`config.mk`:
```
export PLATFORM = sky130hd
export DESIGN_NAME = aux_device_flat
export DESIGN_NICKNAME = d
export VERILOG_FILES = /design/src/design/aux_pkg.sv /design/src/design/aux_mem_if.sv /design/src/design/aux_sar.sv /design/src/design/aux_device.sv /design/src/flat_wrapper.sv
export VERILOG_INCLUDE_DIRS = /design/src /design/src/design
export SDC_FILE = /design/constraint.sdc
export NUM_CORES = 1
export LEC_CHECK = 0
export BUFFER_PORTS_ARGS = -buffer_cell sky130_fd_sc_hd__buf_2
export CAP_MARGIN = 0
export CORE_AREA = 2 2 99 101
export CTS_BUF_LIST = sky130_fd_sc_hd__clkbuf_16
export DETAILED_ROUTE_END_ITERATION = 8
export DIE_AREA = 0 0 101 103
export PLACE_DENSITY_LB_ADDON = 0.15
export SLEW_MARGIN = 20
export SYNTH_ARGS = -nofsm -noshare
export SYNTH_HDL_FRONTEND = slang
export SYNTH_SLANG_ARGS = --single-unit
```
`constraint.sdc`:
```
create_clock -name clk -period 2.5 [get_ports clk]
set_input_delay 0.375 -clock clk [delete_from_list [all_inputs] [get_ports clk]]
set_output_delay 0.375 -clock clk [all_outputs]
set_load 0.01 [all_outputs]
```
`src/design/aux_consts.svh`:
```
// constants shared by both ends of the auxiliary converter readback
`ifndef AUX_CONSTS_SVH
`define AUX_CONSTS_SVH

// ----------------------------------------------------------------------------
// memory map of the converter and sensor registers
// ----------------------------------------------------------------------------
`define AUX_ADDR_W            12
`define AUX_DATA_W            8
`define AUX_OFS_RX_POWER      12'h324
`define AUX_OFS_AUX_POWER     12'h325
`define AUX_OFS_RESULT_UPPER  12'h327
`define AUX_OFS_RESULT_LOWER  12'h328
`define AUX_OFS_INPUT_SELECT  12'h359

// ----------------------------------------------------------------------------
// register values, fields and reset values
// ----------------------------------------------------------------------------
`define AUX_RESET_VALUE       8'h00
`define AUX_RX_POWER_ADC_ON   8'h10
`define AUX_RX_ADC_ON_BIT     4
`define AUX_AUX_POWER_TEMP_ON 8'h02
`define AUX_AUX_TEMP_ON_BIT   1
`define AUX_SELECT_TEMP       8'h08
`define AUX_SELECT_EXTERNAL   8'h04
`define AUX_LOWER_BITS        2
`define AUX_UPPER_BITS        6

// ----------------------------------------------------------------------------
// timing: conversion time in ns, clock period in ns, derived cycle counts
// ----------------------------------------------------------------------------
`define AUX_CONV_TIME_NS      1000
`define AUX_CLK_PERIOD_NS     40
`define AUX_CONV_CYCLES       ((`AUX_CONV_TIME_NS + `AUX_CLK_PERIOD_NS - 1) / `AUX_CLK_PERIOD_NS)
`define AUX_HOST_MARGIN       2
`define AUX_CNT_W             8

// ----------------------------------------------------------------------------
// temperature scaling: 0.9474 as a q10 fraction, results in q8 degrees
// ----------------------------------------------------------------------------
`define AUX_TEMP_COEF_Q10     11'd970
`define AUX_TEMP_FRAC_BITS    8

`endif

```
`src/design/aux_pkg.sv`:
```
// types shared by the converter device end and the host end
`include "aux_consts.svh"

package aux_pkg;

    // ------------------------------------------------------------------------
    // radio states reported by the radio controller
    // ------------------------------------------------------------------------
    typedef enum logic [1:0] {
        aux_radio_off_state  = 2'h0,
        aux_radio_idle_state = 2'h1,
        aux_receive_state    = 2'h3,
        aux_transmit_state   = 2'h2
    } aux_radio_state_type;

    // ------------------------------------------------------------------------
    // device readback sequencer, gray coded
    // ------------------------------------------------------------------------
    typedef enum logic [1:0] {
        aux_rb_idle    = 2'h0,
        aux_rb_convert = 2'h1,
        aux_rb_low     = 2'h3,
        aux_rb_high    = 2'h2
    } aux_readback_state_type;

    // ------------------------------------------------------------------------
    // host sequencer, gray coded along the full temperature path
    // ------------------------------------------------------------------------
    typedef enum logic [3:0] {
        aux_host_idle    = 4'h0,
        aux_host_rxpwr   = 4'h1,
        aux_host_auxpwr  = 4'h3,
        aux_host_select  = 4'h2,
        aux_host_init    = 4'h6,
        aux_host_wait    = 4'h7,
        aux_host_rdlow   = 4'h5,
        aux_host_rdhigh  = 4'h4,
        aux_host_gotlow  = 4'hc,
        aux_host_gothigh = 4'hd
    } aux_host_state_type;

    // ------------------------------------------------------------------------
    // register state of each module
    // ------------------------------------------------------------------------
    typedef struct packed {
        logic                  busy;
        logic [`AUX_CNT_W-1:0] cnt;
        logic [7:0]            level;
        logic [7:0]            mask;
        logic [7:0]            result;
    } aux_sar_reg_type;

    typedef struct packed {
        logic [7:0]             rx_power;
        logic [7:0]             aux_power;
        logic [7:0]             input_select;
        aux_readback_state_type rb;
        logic [7:0]             result;
        logic [7:0]             rdata;
        logic [2:0][7:0]        level_s1;
        logic [2:0][7:0]        level_s2;
    } aux_device_reg_type;

    typedef struct packed {
        aux_host_state_type state;
        logic [11:0]        addr;
        logic [7:0]         wdata;
        logic               wr;
        logic               rd;
        logic [7:0]         cnt;
        logic               temp_mode;
        logic               cal_mode;
        logic [1:0]         low;
        logic [7:0]         sample;
        logic               sample_valid;
        logic [7:0]         cal_reading;
        logic [7:0]         cal_temp;
        logic [15:0]        temperature;
    } aux_host_reg_type;

endpackage

```
`src/design/aux_mem_if.sv`:
```
// memory access port between host and converter device
`timescale 1ns/10ps
`include "aux_consts.svh"

interface aux_mem_if;
    logic [`AUX_ADDR_W-1:0] addr;
    logic [`AUX_DATA_W-1:0] wdata;
    logic                   wr;
    logic                   rd;
    logic [`AUX_DATA_W-1:0] rdata;

    // the device answers reads, the host issues every access
    modport device (input addr, input wdata, input wr, input rd, output rdata);
    modport host   (output addr, output wdata, output wr, output rd, input rdata);
endinterface

```
`src/design/aux_sar.sv`:
```
// successive-approximation converter core with a fixed conversion time
`timescale 1ns/10ps
`include "aux_consts.svh"

module aux_sar
    import aux_pkg::*;
#(
    parameter int CONV_CYCLES = `AUX_CONV_CYCLES
)(
    input  wire logic       clk,
    input  wire logic       resetn,
    input  wire logic       start,
    input  wire logic [7:0] level,
    output logic            busy,
    output logic            done,
    output logic [7:0]      result
);

    aux_sar_reg_type q;
    aux_sar_reg_type next_q;

    // ------------------------------------------------------------------------
    // one trial bit per cycle, then idle out the rest of the conversion time
    // ------------------------------------------------------------------------
    always_comb
    begin
        next_q = q;
        if (!q.busy && start)
        begin
            next_q.busy   = 1'b1;
            next_q.cnt    = `AUX_CNT_W'(CONV_CYCLES - 1);
            next_q.level  = level;                 // sample and hold
            next_q.mask   = 8'h80;
            next_q.result = 8'h00;
        end
        else if (q.busy)
        begin
            if (q.mask != 8'h00 && q.level >= (q.result | q.mask))
                next_q.result = q.result | q.mask;
            next_q.mask = q.mask >> 1;
            if (q.cnt == '0)
                next_q.busy = 1'b0;
            else
                next_q.cnt = q.cnt - `AUX_CNT_W'(1);
        end
    end

    // ------------------------------------------------------------------------
    // state register
    // ------------------------------------------------------------------------
    always_ff @(posedge clk or negedge resetn)
    begin
        if (!resetn)
            q <= '0;
        else
            q <= next_q;
    end

    assign busy   = q.busy;
    assign done   = q.busy && (q.cnt == '0);   // ends the full conversion time
    assign result = q.result;

endmodule

```
`src/design/aux_device.sv`:
```
// converter readback and temperature sensor enable, device end
`timescale 1ns/10ps
`include "aux_consts.svh"

// Function
// converter digitises temperature, signal strength, external input
// conversion finishes within about one microsecond
// sample is 8-bit unsigned, split over two registers
// input-select register chooses the converter source
// receive state forces signal strength, powers converter
// host powers converter outside receive before sampling
// read upper, read lower bits 1:0, read upper 7:2
// host enables converter, sensor, then selects sensor
// auxiliary power write 0x02 powers the temperature sensor
// input-select write 0x08 routes sensor to converter
// host scales reading difference by 0.9474 plus reference
// host stores one reading at known reference temperature
// all registers reached by host memory accesses
// writes take effect before next readback, hold
module aux_device
    import aux_pkg::*;
#(
    parameter int CONV_CYCLES = `AUX_CONV_CYCLES
)(
    input  wire logic          clk,
    input  wire logic          resetn,
    aux_mem_if.device          mem,
    input  aux_radio_state_type radio_state,
    input  wire logic [7:0]    temperature_level,
    input  wire logic [7:0]    signal_strength_level,
    input  wire logic [7:0]    external_level,
    output logic               converter_powered,
    output logic               sensor_powered,
    output logic               converter_busy
);

    // ------------------------------------------------------------------------
    // source indices into the synchronised analog levels
    // ------------------------------------------------------------------------
    localparam logic [1:0] SRC_TEMP     = 2'h0;
    localparam logic [1:0] SRC_STRENGTH = 2'h1;
    localparam logic [1:0] SRC_EXTERNAL = 2'h2;

    // state and internal nets
    aux_device_reg_type q;
    aux_device_reg_type next_q;

    logic       in_receive;
    logic [1:0] source;
    logic [7:0] source_level;
    logic       start;
    logic       conv_done;
    logic [7:0] conv_result;

    // ------------------------------------------------------------------------
    // source decode: receive overrides the host selection
    // ------------------------------------------------------------------------
    function automatic logic [1:0] aux_source(input logic [7:0] select,
                                              input logic       receive);
        if (receive)
            return SRC_STRENGTH;
        else if (select == `AUX_SELECT_TEMP)
            return SRC_TEMP;
        else if (select == `AUX_SELECT_EXTERNAL)
            return SRC_EXTERNAL;
        // other codes: signal strength
        else
            return SRC_STRENGTH;
    endfunction

    // ------------------------------------------------------------------------
    // power and routing
    // ------------------------------------------------------------------------
    assign in_receive = (radio_state == aux_receive_state);
    assign source     = aux_source(q.input_select, in_receive);
    // converter runs in receive or when the host powered it up
    assign converter_powered = in_receive
                             || q.rx_power[`AUX_RX_ADC_ON_BIT];
    // sensor power: plain register bit
    assign sensor_powered    = q.aux_power[`AUX_AUX_TEMP_ON_BIT];

    // an unpowered sensor presents zero rather than a stale level
    // late sensor power-up reads cold
    always_comb
    begin
        unique case (source)
            SRC_TEMP:     source_level = sensor_powered ? q.level_s2[SRC_TEMP] : 8'h00;
            SRC_EXTERNAL: source_level = q.level_s2[SRC_EXTERNAL];
            default:      source_level = q.level_s2[SRC_STRENGTH];
        endcase
    end

    // ------------------------------------------------------------------------
    // a read of the upper register starts a sequence unless the final upper read is due
    // ------------------------------------------------------------------------
    // start is dropped while busy, so an
    // early upper read cannot cut a run short
    assign start = mem.rd && (mem.addr == `AUX_OFS_RESULT_UPPER)
                 && (q.rb != aux_rb_high) && converter_powered;

    aux_sar #(
        .CONV_CYCLES (CONV_CYCLES)
    ) aux_sar_i (
        .clk    (clk),
        .resetn (resetn),
        .start  (start),
        .level  (source_level),
        .busy   (converter_busy),
        .done   (conv_done),
        .result (conv_result)
    );

    // ------------------------------------------------------------------------
    // register file, readback sequencer and level synchronisers
    // ------------------------------------------------------------------------
    always_comb
    begin
        next_q = q;
        // analog levels are asynchronous; two stages before any use
        // slow levels: tearing is rare
        next_q.level_s1[SRC_TEMP]     = temperature_level;
        next_q.level_s1[SRC_STRENGTH] = signal_strength_level;
        next_q.level_s1[SRC_EXTERNAL] = external_level;
        next_q.level_s2               = q.level_s1;
        next_q.rdata                  = 8'h00;          // unmapped reads as zero

        // conversion finished: hold the sample for the two result reads
        // sample held until the next run ends or an unpowered upper read zeroes it
        if (conv_done && q.rb == aux_rb_convert)
        begin
            next_q.result = conv_result;
            next_q.rb     = aux_rb_low;
        end

        // writes land at once, so the next sequence already sees them
        if (mem.wr)
        begin
            unique case (mem.addr)
                `AUX_OFS_RX_POWER:     next_q.rx_power     = mem.wdata;
                `AUX_OFS_AUX_POWER:    next_q.aux_power    = mem.wdata;
                `AUX_OFS_INPUT_SELECT: next_q.input_select = mem.wdata;
                // result registers: read only
                default:               next_q.rx_power     = q.rx_power;
            endcase
        end

        // reads answer one cycle later through the rdata register
        if (mem.rd)
        begin
            unique case (mem.addr)
                `AUX_OFS_RX_POWER:     next_q.rdata = q.rx_power;
                `AUX_OFS_AUX_POWER:    next_q.rdata = q.aux_power;
                `AUX_OFS_INPUT_SELECT: next_q.rdata = q.input_select;
                `AUX_OFS_RESULT_LOWER:
                begin
                    // low bits; an early read returns the previous sample
                    next_q.rdata = {6'h00, q.result[`AUX_LOWER_BITS-1:0]};
                    if (q.rb == aux_rb_low)
                        next_q.rb = aux_rb_high;
                end
                `AUX_OFS_RESULT_UPPER:
                begin
                    next_q.rdata = {2'h0, q.result[7:`AUX_LOWER_BITS]};
                    if (q.rb == aux_rb_high)
                        next_q.rb = aux_rb_idle;
                    else if (converter_powered)
                        next_q.rb = aux_rb_convert;
                    else
                    begin
                        // nothing to convert: the sequence yields zero
                        next_q.result = 8'h00;
                        next_q.rb     = aux_rb_low;
                    end
                end
                // unmapped: reads as zero
                default:               next_q.rdata = 8'h00;
            endcase
        end
    end

    // ------------------------------------------------------------------------
    // state register; written settings hold until rewritten or reset
    // ------------------------------------------------------------------------
    always_ff @(posedge clk or negedge resetn)
    begin
        if (!resetn)
        begin
            // settings to reset values
            q              <= '0;
            q.rx_power     <= `AUX_RESET_VALUE;
            q.aux_power    <= `AUX_RESET_VALUE;
            q.input_select <= `AUX_RESET_VALUE;
            q.rb           <= aux_rb_idle;
        end
        else
        begin
            q <= next_q;
        end
    end

    // ------------------------------------------------------------------------
    // bus answer straight from the register
    // ------------------------------------------------------------------------
    // rdata stands one cycle after rd
    assign mem.rdata = q.rdata;

endmodule

```
`src/flat_wrapper.sv`:
```
// flat-port wrapper written by rule: the top's interface ports become plain ports
module aux_device_flat import aux_pkg::*;
#(
    parameter int CONV_CYCLES = `AUX_CONV_CYCLES
)
  (clk, resetn, radio_state, temperature_level, signal_strength_level, external_level, converter_powered, sensor_powered, converter_busy, mem_addr, mem_wdata, mem_wr, mem_rd, mem_rdata);
  aux_mem_if mem_i ();
  input  wire logic clk;
  input  wire logic resetn;
  input  aux_radio_state_type radio_state;
  input  wire logic [7:0] temperature_level;
  input  wire logic [7:0] signal_strength_level;
  input  wire logic [7:0] external_level;
  output logic converter_powered;
  output logic sensor_powered;
  output logic converter_busy;
  input wire logic [$bits(mem_i.addr)-1:0] mem_addr;
  input wire logic [$bits(mem_i.wdata)-1:0] mem_wdata;
  input wire logic [$bits(mem_i.wr)-1:0] mem_wr;
  input wire logic [$bits(mem_i.rd)-1:0] mem_rd;
  output wire logic [$bits(mem_i.rdata)-1:0] mem_rdata;
  assign mem_i.addr = mem_addr;
  assign mem_i.wdata = mem_wdata;
  assign mem_i.wr = mem_wr;
  assign mem_i.rd = mem_rd;
  assign mem_rdata = mem_i.rdata;
  aux_device #(.CONV_CYCLES(CONV_CYCLES)) u_core (.clk(clk), .resetn(resetn), .mem(mem_i), .radio_state(radio_state), .temperature_level(temperature_level), .signal_strength_level(signal_strength_level), .external_level(external_level), .converter_powered(converter_powered), .sensor_powered(sensor_powered), .converter_busy(converter_busy));
endmodule
```
# Word level (Yosys, flattened, before mapping)
# Index checks and enable logic that the tools add are counted.
[word_totals]
regBits = 123
in_bits = 50
output_inout_bits = 11
word_cells = 75
[classes]
add_sub_neg = 1
order_cmp = 1
n_eq_ne = 14
n_mux = 22
n_bitwise = 1
n_reduce_logical = 19
[ops]
columns = ["operator", "count"]
rows = [
  ["12-bit by 10-bit == test with 1-bit output, second input constant", 5],
  ["8-bit 2-to-1 mux", 6],
  ["8-bit case mux with 5 select lines", 1],
  ["16-bit 2-to-1 mux", 2],
  ["18-bit 2-to-1 mux", 1],
  ["9-bit 2-to-1 mux", 2],
  ["8-bit case mux with 2 select lines", 1],
  ["2-bit 2-to-1 mux", 6],
  ["10-bit 2-to-1 mux", 1],
  ["2-bit AND reduction", 5],
  ["2-bit == test, second input constant", 4],
  ["8-bit by 3-bit == test with 1-bit output, second input constant", 1],
  ["8-bit by 4-bit == test with 1-bit output, second input constant", 1],
  ["8-bit greater-or-equal comparator", 1],
  ["8-bit zero test", 1],
  ["8-bit bitwise OR", 1],
  ["8-bit nonzero test", 1],
  ["8-bit by 1-bit subtractor with 8-bit output, second input constant", 1],
  ["1-bit logical AND", 7],
  ["2-bit inequality test, second input constant", 2],
  ["2-bit case mux with 2 select lines", 1],
  ["2-bit nonzero test", 2],
  ["2-bit by 1-bit == test with 1-bit output, second input constant", 1],
  ["2-bit zero test", 1],
  ["3 further kinds", 3],
]

# Logic depth before layout (Yosys ltp)
# Gate-level depths: netlist of the first run.
[depth]
depth_word = 8
mapped_depth = 9
ltp_nobuf = 7

# Hierarchy
# A second synthesis of the first run with hierarchy kept.
[hier_totals]
hier_cells = 411
hier_area_um2 = 5012.3
[modules_own_cells]
columns = ["mod", "n_inst", "cells_each", "area_each_um2", "seq_area_each_um2"]
rows = [
  ["aux_device", 1, 233, 3347.0, 2252.2],
  ["aux_sar", 1, 178, 1665.3, 825.8],
]

# Least setup slack after synthesis of the first run
# No wires, ideal clock.
[synth_path]
path_type = "register to register"
from = "reg u_core.aux_sar_i.q, in the netlist u_core.aux_sar_i.result[0]"
to = "reg u_core.aux_sar_i.q, in the netlist u_core.aux_sar_i.result[0]"
setup_ps = 121
arrival_time_ps = 1962
required_ps = 2379
slack_ps = 417
path_stages_with_launch = 8
path_buffers = 0
synth_period_minus_slack_ps = 2083
path_cell_list = "dfrtp_1 or2_2 ha_1 nand2b_1 a2111oi_0 o31a_1 o21ai_1 a22o_1"
[synth_between]
elab_chain_cells = 5
word_cells_on_any_way = 8
classes_between = "order compare (1); mux (3); bitwise (1); reduce/logical (3)"
[synth_rtl]
columns = ["item", "line_no", "source"]
rows = [
  ["start: declaration", "aux_sar.sv:19", "aux_sar_reg_type q;"],
  ["start signal: assignment", "aux_sar.sv:56", "q <= next_q;"],
  ["8-bit bitwise OR (*)", "aux_sar.sv:38, aux_sar.sv:39", ""],
  ["8-bit greater-or-equal comparator", "aux_sar.sv:38", "if (q.mask != 8'h00 && q.level >= (q.result | q.mask))"],
  ["1-bit logical AND", "aux_sar.sv:38", ""],
  ["2-bit nonzero test (no line)", "-", ""],
  ["2-bit AND reduction (no line)", "-", ""],
]
# Mark *: on every way between the ends. The rest lies on a longest branch, timed or not. The select of a mux whose other input is x is not followed.
# A chain may end at the register's enable or synchronous reset.

# Worst setup path in the final report of the first run
[layout_path]
from = "reg u_core.aux_sar_i.q, in the netlist u_core.aux_sar_i.result[0]"
to = "reg u_core.aux_sar_i.q, in the netlist u_core.aux_sar_i.result[5]"
[layout_between]
elab_chain_cells = 5
[layout_rtl]
columns = ["item", "line_no"]
rows = [
  ["8-bit bitwise OR", "aux_sar.sv:38"],
  ["8-bit greater-or-equal comparator", "aux_sar.sv:38"],
  ["1-bit logical AND", "aux_sar.sv:38"],
  ["2-bit nonzero test (no line)", "-"],
  ["2-bit AND reduction (no line)", "-"],
]
# Every way passes these cells.

==> results.py, run 1 <==
metrics = {
    "layout": {
        "final_common_cell": "dfrtp_1",
        "layout_common_cells": "dfrtp_1, buf_2, nand2_1",
        "nets": 522,
        "fillers": 733,
        "finalInstanceArea_mm2": 0.00600,
        "multi_input_area_mm2": 0.00182,
        "seq_area_mm2": 0.00308,
        "stdcell_count": 589,
        "antenna_cells": 0,
        "drive_gt1_share_pct": 27.6,
        "area_delta_synth_final_pct": 18.5,
    },
    "global_route": {
        "grt_use_total_pct": 20.4,
        "grt_pass1_wl_um": 15900,
        "grt_max_degree": 44,
        "grt_overflow": 0,
        "antenna_found_initial": 0,
        "grt_pass1_vias": 3312,
    },
    "timing": {
        "max_clock_freq_mhz": 432,
        "relSlewSlack_pct": 56.9,
        "setup_tns_ps": 0,
        "setup_slack_ps": 184,
        "slew_violations": 0,
        "fin_crit_ps": 2320,
        "hold_viol": 0,
        "setup_viol": 0,
        "skew_ps": 7.45,
        "post-route-period-util_pct": 92.6,
        "rsz0062_at_grt": "no",
        "worst_pin_slew_ps": 645,
    },
    "placed_design": {
        "place_worst_setup_slack_ps": 204,
        "io_buffers": 60,
        "place_congestion": 0.785,
        "dpl_cell_area_mm2": 0.00545,
        "dpl.hpwl_um": 6610,
        "post-place-cells": 557,
    },
    "power_and_ir_drop": {
        "netSwitchingPower_w": 0.000888,
        "p_seq_share_pct": 46.5,
        "p_comb_share_pct": 3.0,
        "p_per_area_mw_per_mm2": 734,
        "p_int_w": 0.00351,
        "switching_share_pct": 20.2,
        "p_leak_nw": 3.00,
        "peakVddDrop_mv": 0.435,
        "p_total_w": 0.00440,
        "clkPwrFrac_pct": 50.5,
    },
    "floorplanning": {
        "die-area_mm2": 0.0104,
        "die_w_um": 101,
        "rows": 36,
        "initial_utilization_pct": 53.5,
        "pin_count": 61,
        "core-area_mm2": 0.00946,
        "die_y_um": 103,
    },
    "logic_synthesis": {
        "netlist.top_cell.by_area": "dfrtp_1",
        "synth_cell_types": 55,
        "ys_seq_area_share_pct": 60.8,
        "synthFlopType": "dfrtp_1",
        "syn_avg_cell_area_um2": 12.8,
        "yosys_warnings": 0,
        "synth_top_cell_area_share_pct": 60.8,
        "netlist_area_mm2": 0.00506,
        "syn-instance-count": 397,
        "syn_nets": 456,
        "ys_seq_elements": 123,
        "synth_edf_count": 0,
        "yosys-top-cells-area": "dfrtp_1, mux2_2, mux2i_1",
        "async_reset_ff_share_pct": 100,
    },
    "clock_tree": {
        "h-tree-depth": 4,
        "clkTransAtPathRegs_ps": 50,
        "clock_latency_ps": 400,
        "cts_buffer_depth": 2,
        "cts_setup_buffers": 0,
        "cts_buffers": 17,
        "cts_resized": 0,
        "clock_sinks": 123,
        "cts_tree": "done",
        "root_buffer": "clkbuf_16",
    },
    "routing": {
        "antenna_left": 0,
        "routedWlPerCell_um": 16.1,
        "initialDrtViolationCount": 169,
        "drt-total-wl_um": 9470,
        "drcViolationCount": 0,
        "drt_pass1_iterations": 4,
        "vias": 3226,
        "viasPerCell": 5.48,
    },
    "status": {
        "status": "finished clean",
    },
    "worst_setup_path": {
        "cp.required_ps": 2780,
        "worstPathArrival_ps": 2600,
        "path_class": "reg -> reg",
        "cp-end-kind": "flip-flop",
        "startpoint_type": "flip-flop",
        "cp_max_fo": 8,
    },
    "run": {
        "drv_cap": 0,
    },
    "min_path": {
        "hp-class": "in -> reg",
    },
}
[area by class of cell]
type                            instances  share of cell area (%)
Sequential cell                       123                    51.3
Multi-Input combinational cell        246                    30.4
Clock buffer                           17                    7.09
Timing Repair Buffer                   71                    6.67
Tap cell                              114                    2.38
Clock inverter                         14                    1.92
Inverter                                4                   0.250
[synth_stat cells (3+ instances only)]
cell and number:
mux2i_1 14, mux2_1 10, o21ai_0 19, a21o_1 3, nor4_1 3, ha_1 9, o21a_1 3, nor2b_1 7
nor2_1 30, nand3_1 4, nand2_1 34, nand2b_1 6, inv_1 4, clkbuf_1 5, and3_1 3, dfrtp_1 123
buf_4 10, mux2_2 26, a21oi_1 6, a22o_1 15, a22oi_1 14, buf_2 5
[state kept, by name, summed over array words and instances (netlist names)]
register                 flops
u_core.mem.rdata             8
u_core.sensor_powered        1
u_core.aux_sar_i.q          24
u_core.aux_sar_i.busy        1
u_core.aux_sar_i.result      8
u_core.q                    57
u_core.next_q               24
[worst max-delay path: stages, from the launching register on]
cell and delay, ps:
dfrtp_1 390, or2_2 310, ha_1 270, nand2b_1 140, a2111oi_0 420, o31a_1 190, o21ai_1 180, a22o_1 310
[path summary, 6_finish.rpt]
check,from,to,slack [ps],cells after the start
worst min register to register,u_core.next_q[5],u_core.q[5],340,0
min in group asynchronous,resetn,u_core.next_q[23],500,2
worst max-delay path,u_core.aux_sar_i.result[0],u_core.aux_sar_i.result[5],180,7
worst max register to register,u_core.aux_sar_i.result[0],u_core.aux_sar_i.result[5],180,7
max in group asynchronous,resetn,u_core.q[9],1300,3
worst min-delay path,signal_strength_level[6],u_core.next_q[14],80,1
[kinds of logic after synthesis]
logic type / share of synthesized area (%)
mux: 11.1
xor+xnor: 0.519
flops: 60.8
compound gates: 10.6
simple gates: 11.6
fa+ha+maj: 2.22
buf+inv: 3.24
[timing repair]
item / CTS / global route
endpoints found under the setup margin: 0 / 0
hold buffers: 1 / 0
endpoints found under the hold margin: 40 / 0
[stage by stage]
stage / hold slack [ps] / utilization [%]
finish: 76.9 / 63.4
global route: 57.8 / 63.4
CTS: 60.2 / 63.4
detailed placement: 335 / 57.6
global placement: 333 / 57.6
floorplan: 79.4 / -
[power groups by stage]
stage | clock, W | sequential, W | combinational (W)
after global placement | 0 | 0.00208 | 0.000132
final | 0.00222 | 0.00205 | 0.000133
after CTS | 0.00227 | 0.00205 | 0.000137
after floorplan | 0 | 0.00208 | 0.0000364
after global routing | 0.00238 | 0.00205 | 0.000151
after detailed placement | 0 | 0.00208 | 0.000136
[routing by layer]
layer | routed length [um] | share of wire (%) | GRT usage, % | vias up
li1 | - | - | - | 1535
met4 | 167 | 1.8 | 9.25 | 0
met1 | 4160 | 44 | 25.4 | 1598
met2 | 4810 | 51 | 33.6 | 80
met5 | 0 | 0 | 0 | -
met3 | 337 | 3.6 | 5.42 | 13
Note: power is estimated with default switching activity, not from simulation.
==> inputs of run 2 (changes only) <==
==> constraint.sdc (replaced) <==
create_clock -name clk -period 2.5 [get_ports clk]
set_input_delay 0.25 -clock clk [delete_from_list [all_inputs] [get_ports clk]]
set_output_delay 0.25 -clock clk [all_outputs]
set_load 0.01 [all_outputs]
==> results.py, run 2 (synthesized netlist as in run 1, its figures left out) <==
metrics = {
    "clock_tree": {
        "clock_sinks": 123,
        "cts_tree": "done",
        "clock_latency_ps": 410,
        "cts_buffer_depth": 2,
        "clkTransAtPathRegs_ps": 60,
        "h-tree-depth": 4,
        "cts_buffers": 17,
        "cts_resized": 0,
        "root_buffer": "clkbuf_16",
    },
    "routing": {
        "drt-total-wl_um": 9500,
        "drcViolationCount": 0,
        "drt_pass1_iterations": 4,
        "vias": 3312,
        "route.met2.wl_um": 4840,
        "routedWlPerCell_um": 15.5,
        "routed.top_layer": "met4",
        "initialDrtViolationCount": 160,
        "dr_wl_met3_um": 373,
        "viasPerCell": 5.40,
        "antenna_left": 0,
        "m1WireLength_um": 4130,
    },
    "status": {
        "status": "finished clean",
    },
    "worst_setup_path": {
        "startpoint_type": "flip-flop",
        "crit_buf_inv": 0,
        "critPathTopFamily": "compound AO/OA/AOI/OAI gates",
        "worstPathCellList": "or2_2 -> ha_1 -> nand2b_1 -> a2111oi_0 -> o31a_1 -> o21ai_1 -> a22o_1",
        "ff2ff_path_depth": 7,
        "r2r-start": "u_core.aux_sar_i.result[0]",
        "reg2reg_to": "u_core.aux_sar_i.result[3]",
        "worstPathArrival_ps": 2650,
        "cp_max_fo": 8,
        "crit_path_top_delay_cell": "a2111oi_0",
        "cp-end-kind": "flip-flop",
        "r2r_slack_ps": 140,
        "path_class": "reg -> reg",
        "cpPeakStageDelay_ps": 450,
        "cp.required_ps": 2780,
    },
    "timing": {
        "setup_slack_ps": 136,
        "hold_viol": 0,
        "relSlewSlack_pct": 55.2,
        "setup_tns_ps": 0,
        "setup_viol": 0,
        "rsz0062_at_grt": "no",
        "max_clock_freq_mhz": 423,
        "fin_crit_ps": 2360,
        "slew_violations": 0,
        "worst_pin_slew_ps": 671,
        "post-route-period-util_pct": 94.6,
        "skew_ps": 10.4,
    },
    "global_route": {
        "antenna_found_initial": 0,
        "grt_pass1_vias": 3334,
        "grt_max_degree": 79,
        "grt_overflow": 0,
        "grt_use_total_pct": 20.0,
        "grt_pass1_wl_um": 15700,
    },
    "floorplanning": {
        "die_w_um": 101,
        "die_y_um": 103,
        "die-area_mm2": 0.0104,
        "core-area_mm2": 0.00946,
        "rows": 36,
        "pin_count": 61,
        "initial_utilization_pct": 53.5,
    },
    "power_and_ir_drop": {
        "p_per_area_mw_per_mm2": 721,
        "p_seq_share_pct": 45.3,
        "switching_share_pct": 22.6,
        "netSwitchingPower_w": 0.00102,
        "clkPwrFrac_pct": 51.1,
        "p_int_w": 0.00349,
        "peakVddDrop_mv": 0.519,
        "p_leak_nw": 3.08,
        "p_comb_share_pct": 3.6,
    },
    "min_path": {
        "hp-class": "in -> reg",
        "holdPathStages": 2,
        "worstHoldStart": "mem_wdata[5]",
        "holdPathEnd": "u_core.q[79]",
    },
    "placed_design": {
        "place_worst_setup_slack_ps": 159,
        "place_congestion": 0.806,
        "io_buffers": 60,
        "dpl.hpwl_um": 6290,
        "post-place-cells": 555,
    },
    "layout": {
        "drive_gt1_share_pct": 27.5,
        "layout_common_cells": "dfrtp_1, buf_2, nand2_1",
        "final_common_cell": "dfrtp_1",
        "antenna_cells": 0,
        "nets": 545,
        "largest_reg_flops": 57,
        "stdcell_count": 613,
        "area_delta_synth_final_pct": 23.5,
        "final_core_util_pct": 66.1,
        "largest_register": "u_core.q",
    },
    "run": {
        "drv_cap": 0,
    },
}
run 2: cell count changes in the layout (fill, tap and decap cells not counted), sizes merged:
cell / previous run / this run
buf: 70 / 69
bufinv: 2 / 1
clkinv: 8 / 4
clkinvlp: 1 / 4
dlygate4sd3: 1 / 25
inv: 7 / 10
run 2: power groups by stage:
stage / Sequential (W) / Combinational (W) / Clock, W
2_1_floorplan: 0.00208 / 0.0000364 / 0
3_3_place_gp: 0.00208 / 0.000130 / 0
3_5_place_dp: 0.00208 / 0.000134 / 0
4_1_cts: 0.00204 / 0.000163 / 0.00236
5_1_grt: 0.00205 / 0.000181 / 0.00245
6_report: 0.00204 / 0.000161 / 0.00231
run 2: worst register-to-register path, delay by kind of cell, from the launching register on:
kind / cells / cell delay [ps]
adders and majority gates: 1 / 280
DFF: 1 / 390
AOI/OAI and AO/OA: 4 / 1130
and+or+nand+nor: 2 / 450
run 2: through the flow:
step	total power [W]	hold WS (ps)	instance area [um^2]
5_1_grt	0.00468	95.3	6260
6_report	0.00451	95.4	6260
4_1_cts	0.00457	78.9	6250
2_1_floorplan	0.00211	-45.6	5060
3_3_place_gp	0.00221	93.5	5430
3_5_place_dp	0.00221	93.1	5430
run 2: how the worst max path moves through the flow:
stage / start / end / cells after the start / slack (ps)
3_3_place_gp: u_core.aux_sar_i.result[0] / u_core.aux_sar_i.result[2] / 7 / 310
2_1_floorplan: u_core.aux_sar_i.result[0] / u_core.aux_sar_i.result[0] / 7 / 420
5_1_grt: u_core.aux_sar_i.result[0] / u_core.aux_sar_i.result[5] / 7 / 40
6_report: u_core.aux_sar_i.result[0] / u_core.aux_sar_i.result[3] / 7 / 140
4_1_cts: u_core.aux_sar_i.result[0] / u_core.aux_sar_i.result[6] / 7 / 150
3_5_place_dp: u_core.aux_sar_i.result[0] / u_core.aux_sar_i.result[0] / 7 / 160
run 2: layout make-up:
cell class,count,area (um^2)
sequential,123,3080
multi-input combinational,246,1820
clock inverter,15,139
timing repair buffer,94,633
clock buffer,17,425
fill,704,3200
tap,114,143
inverter,4,15.0
run 2: repair_timing:
item,4_1_cts,5_1_grt
hold buffers,25,0
endpoints found under the hold margin,69,0
setup buffers,0,1
endpoints found under the setup margin,0,2
run 2: routing by layer:
| layer | track usage [%] | vias up |
|---|---|---|
| li1 | - | 1586 |
| met3 | 4.61 | 17 |
| met2 | 34.0 | 89 |
| met4 | 9.04 | 0 |
| met5 | 0 | - |
| met1 | 24.5 | 1620 |
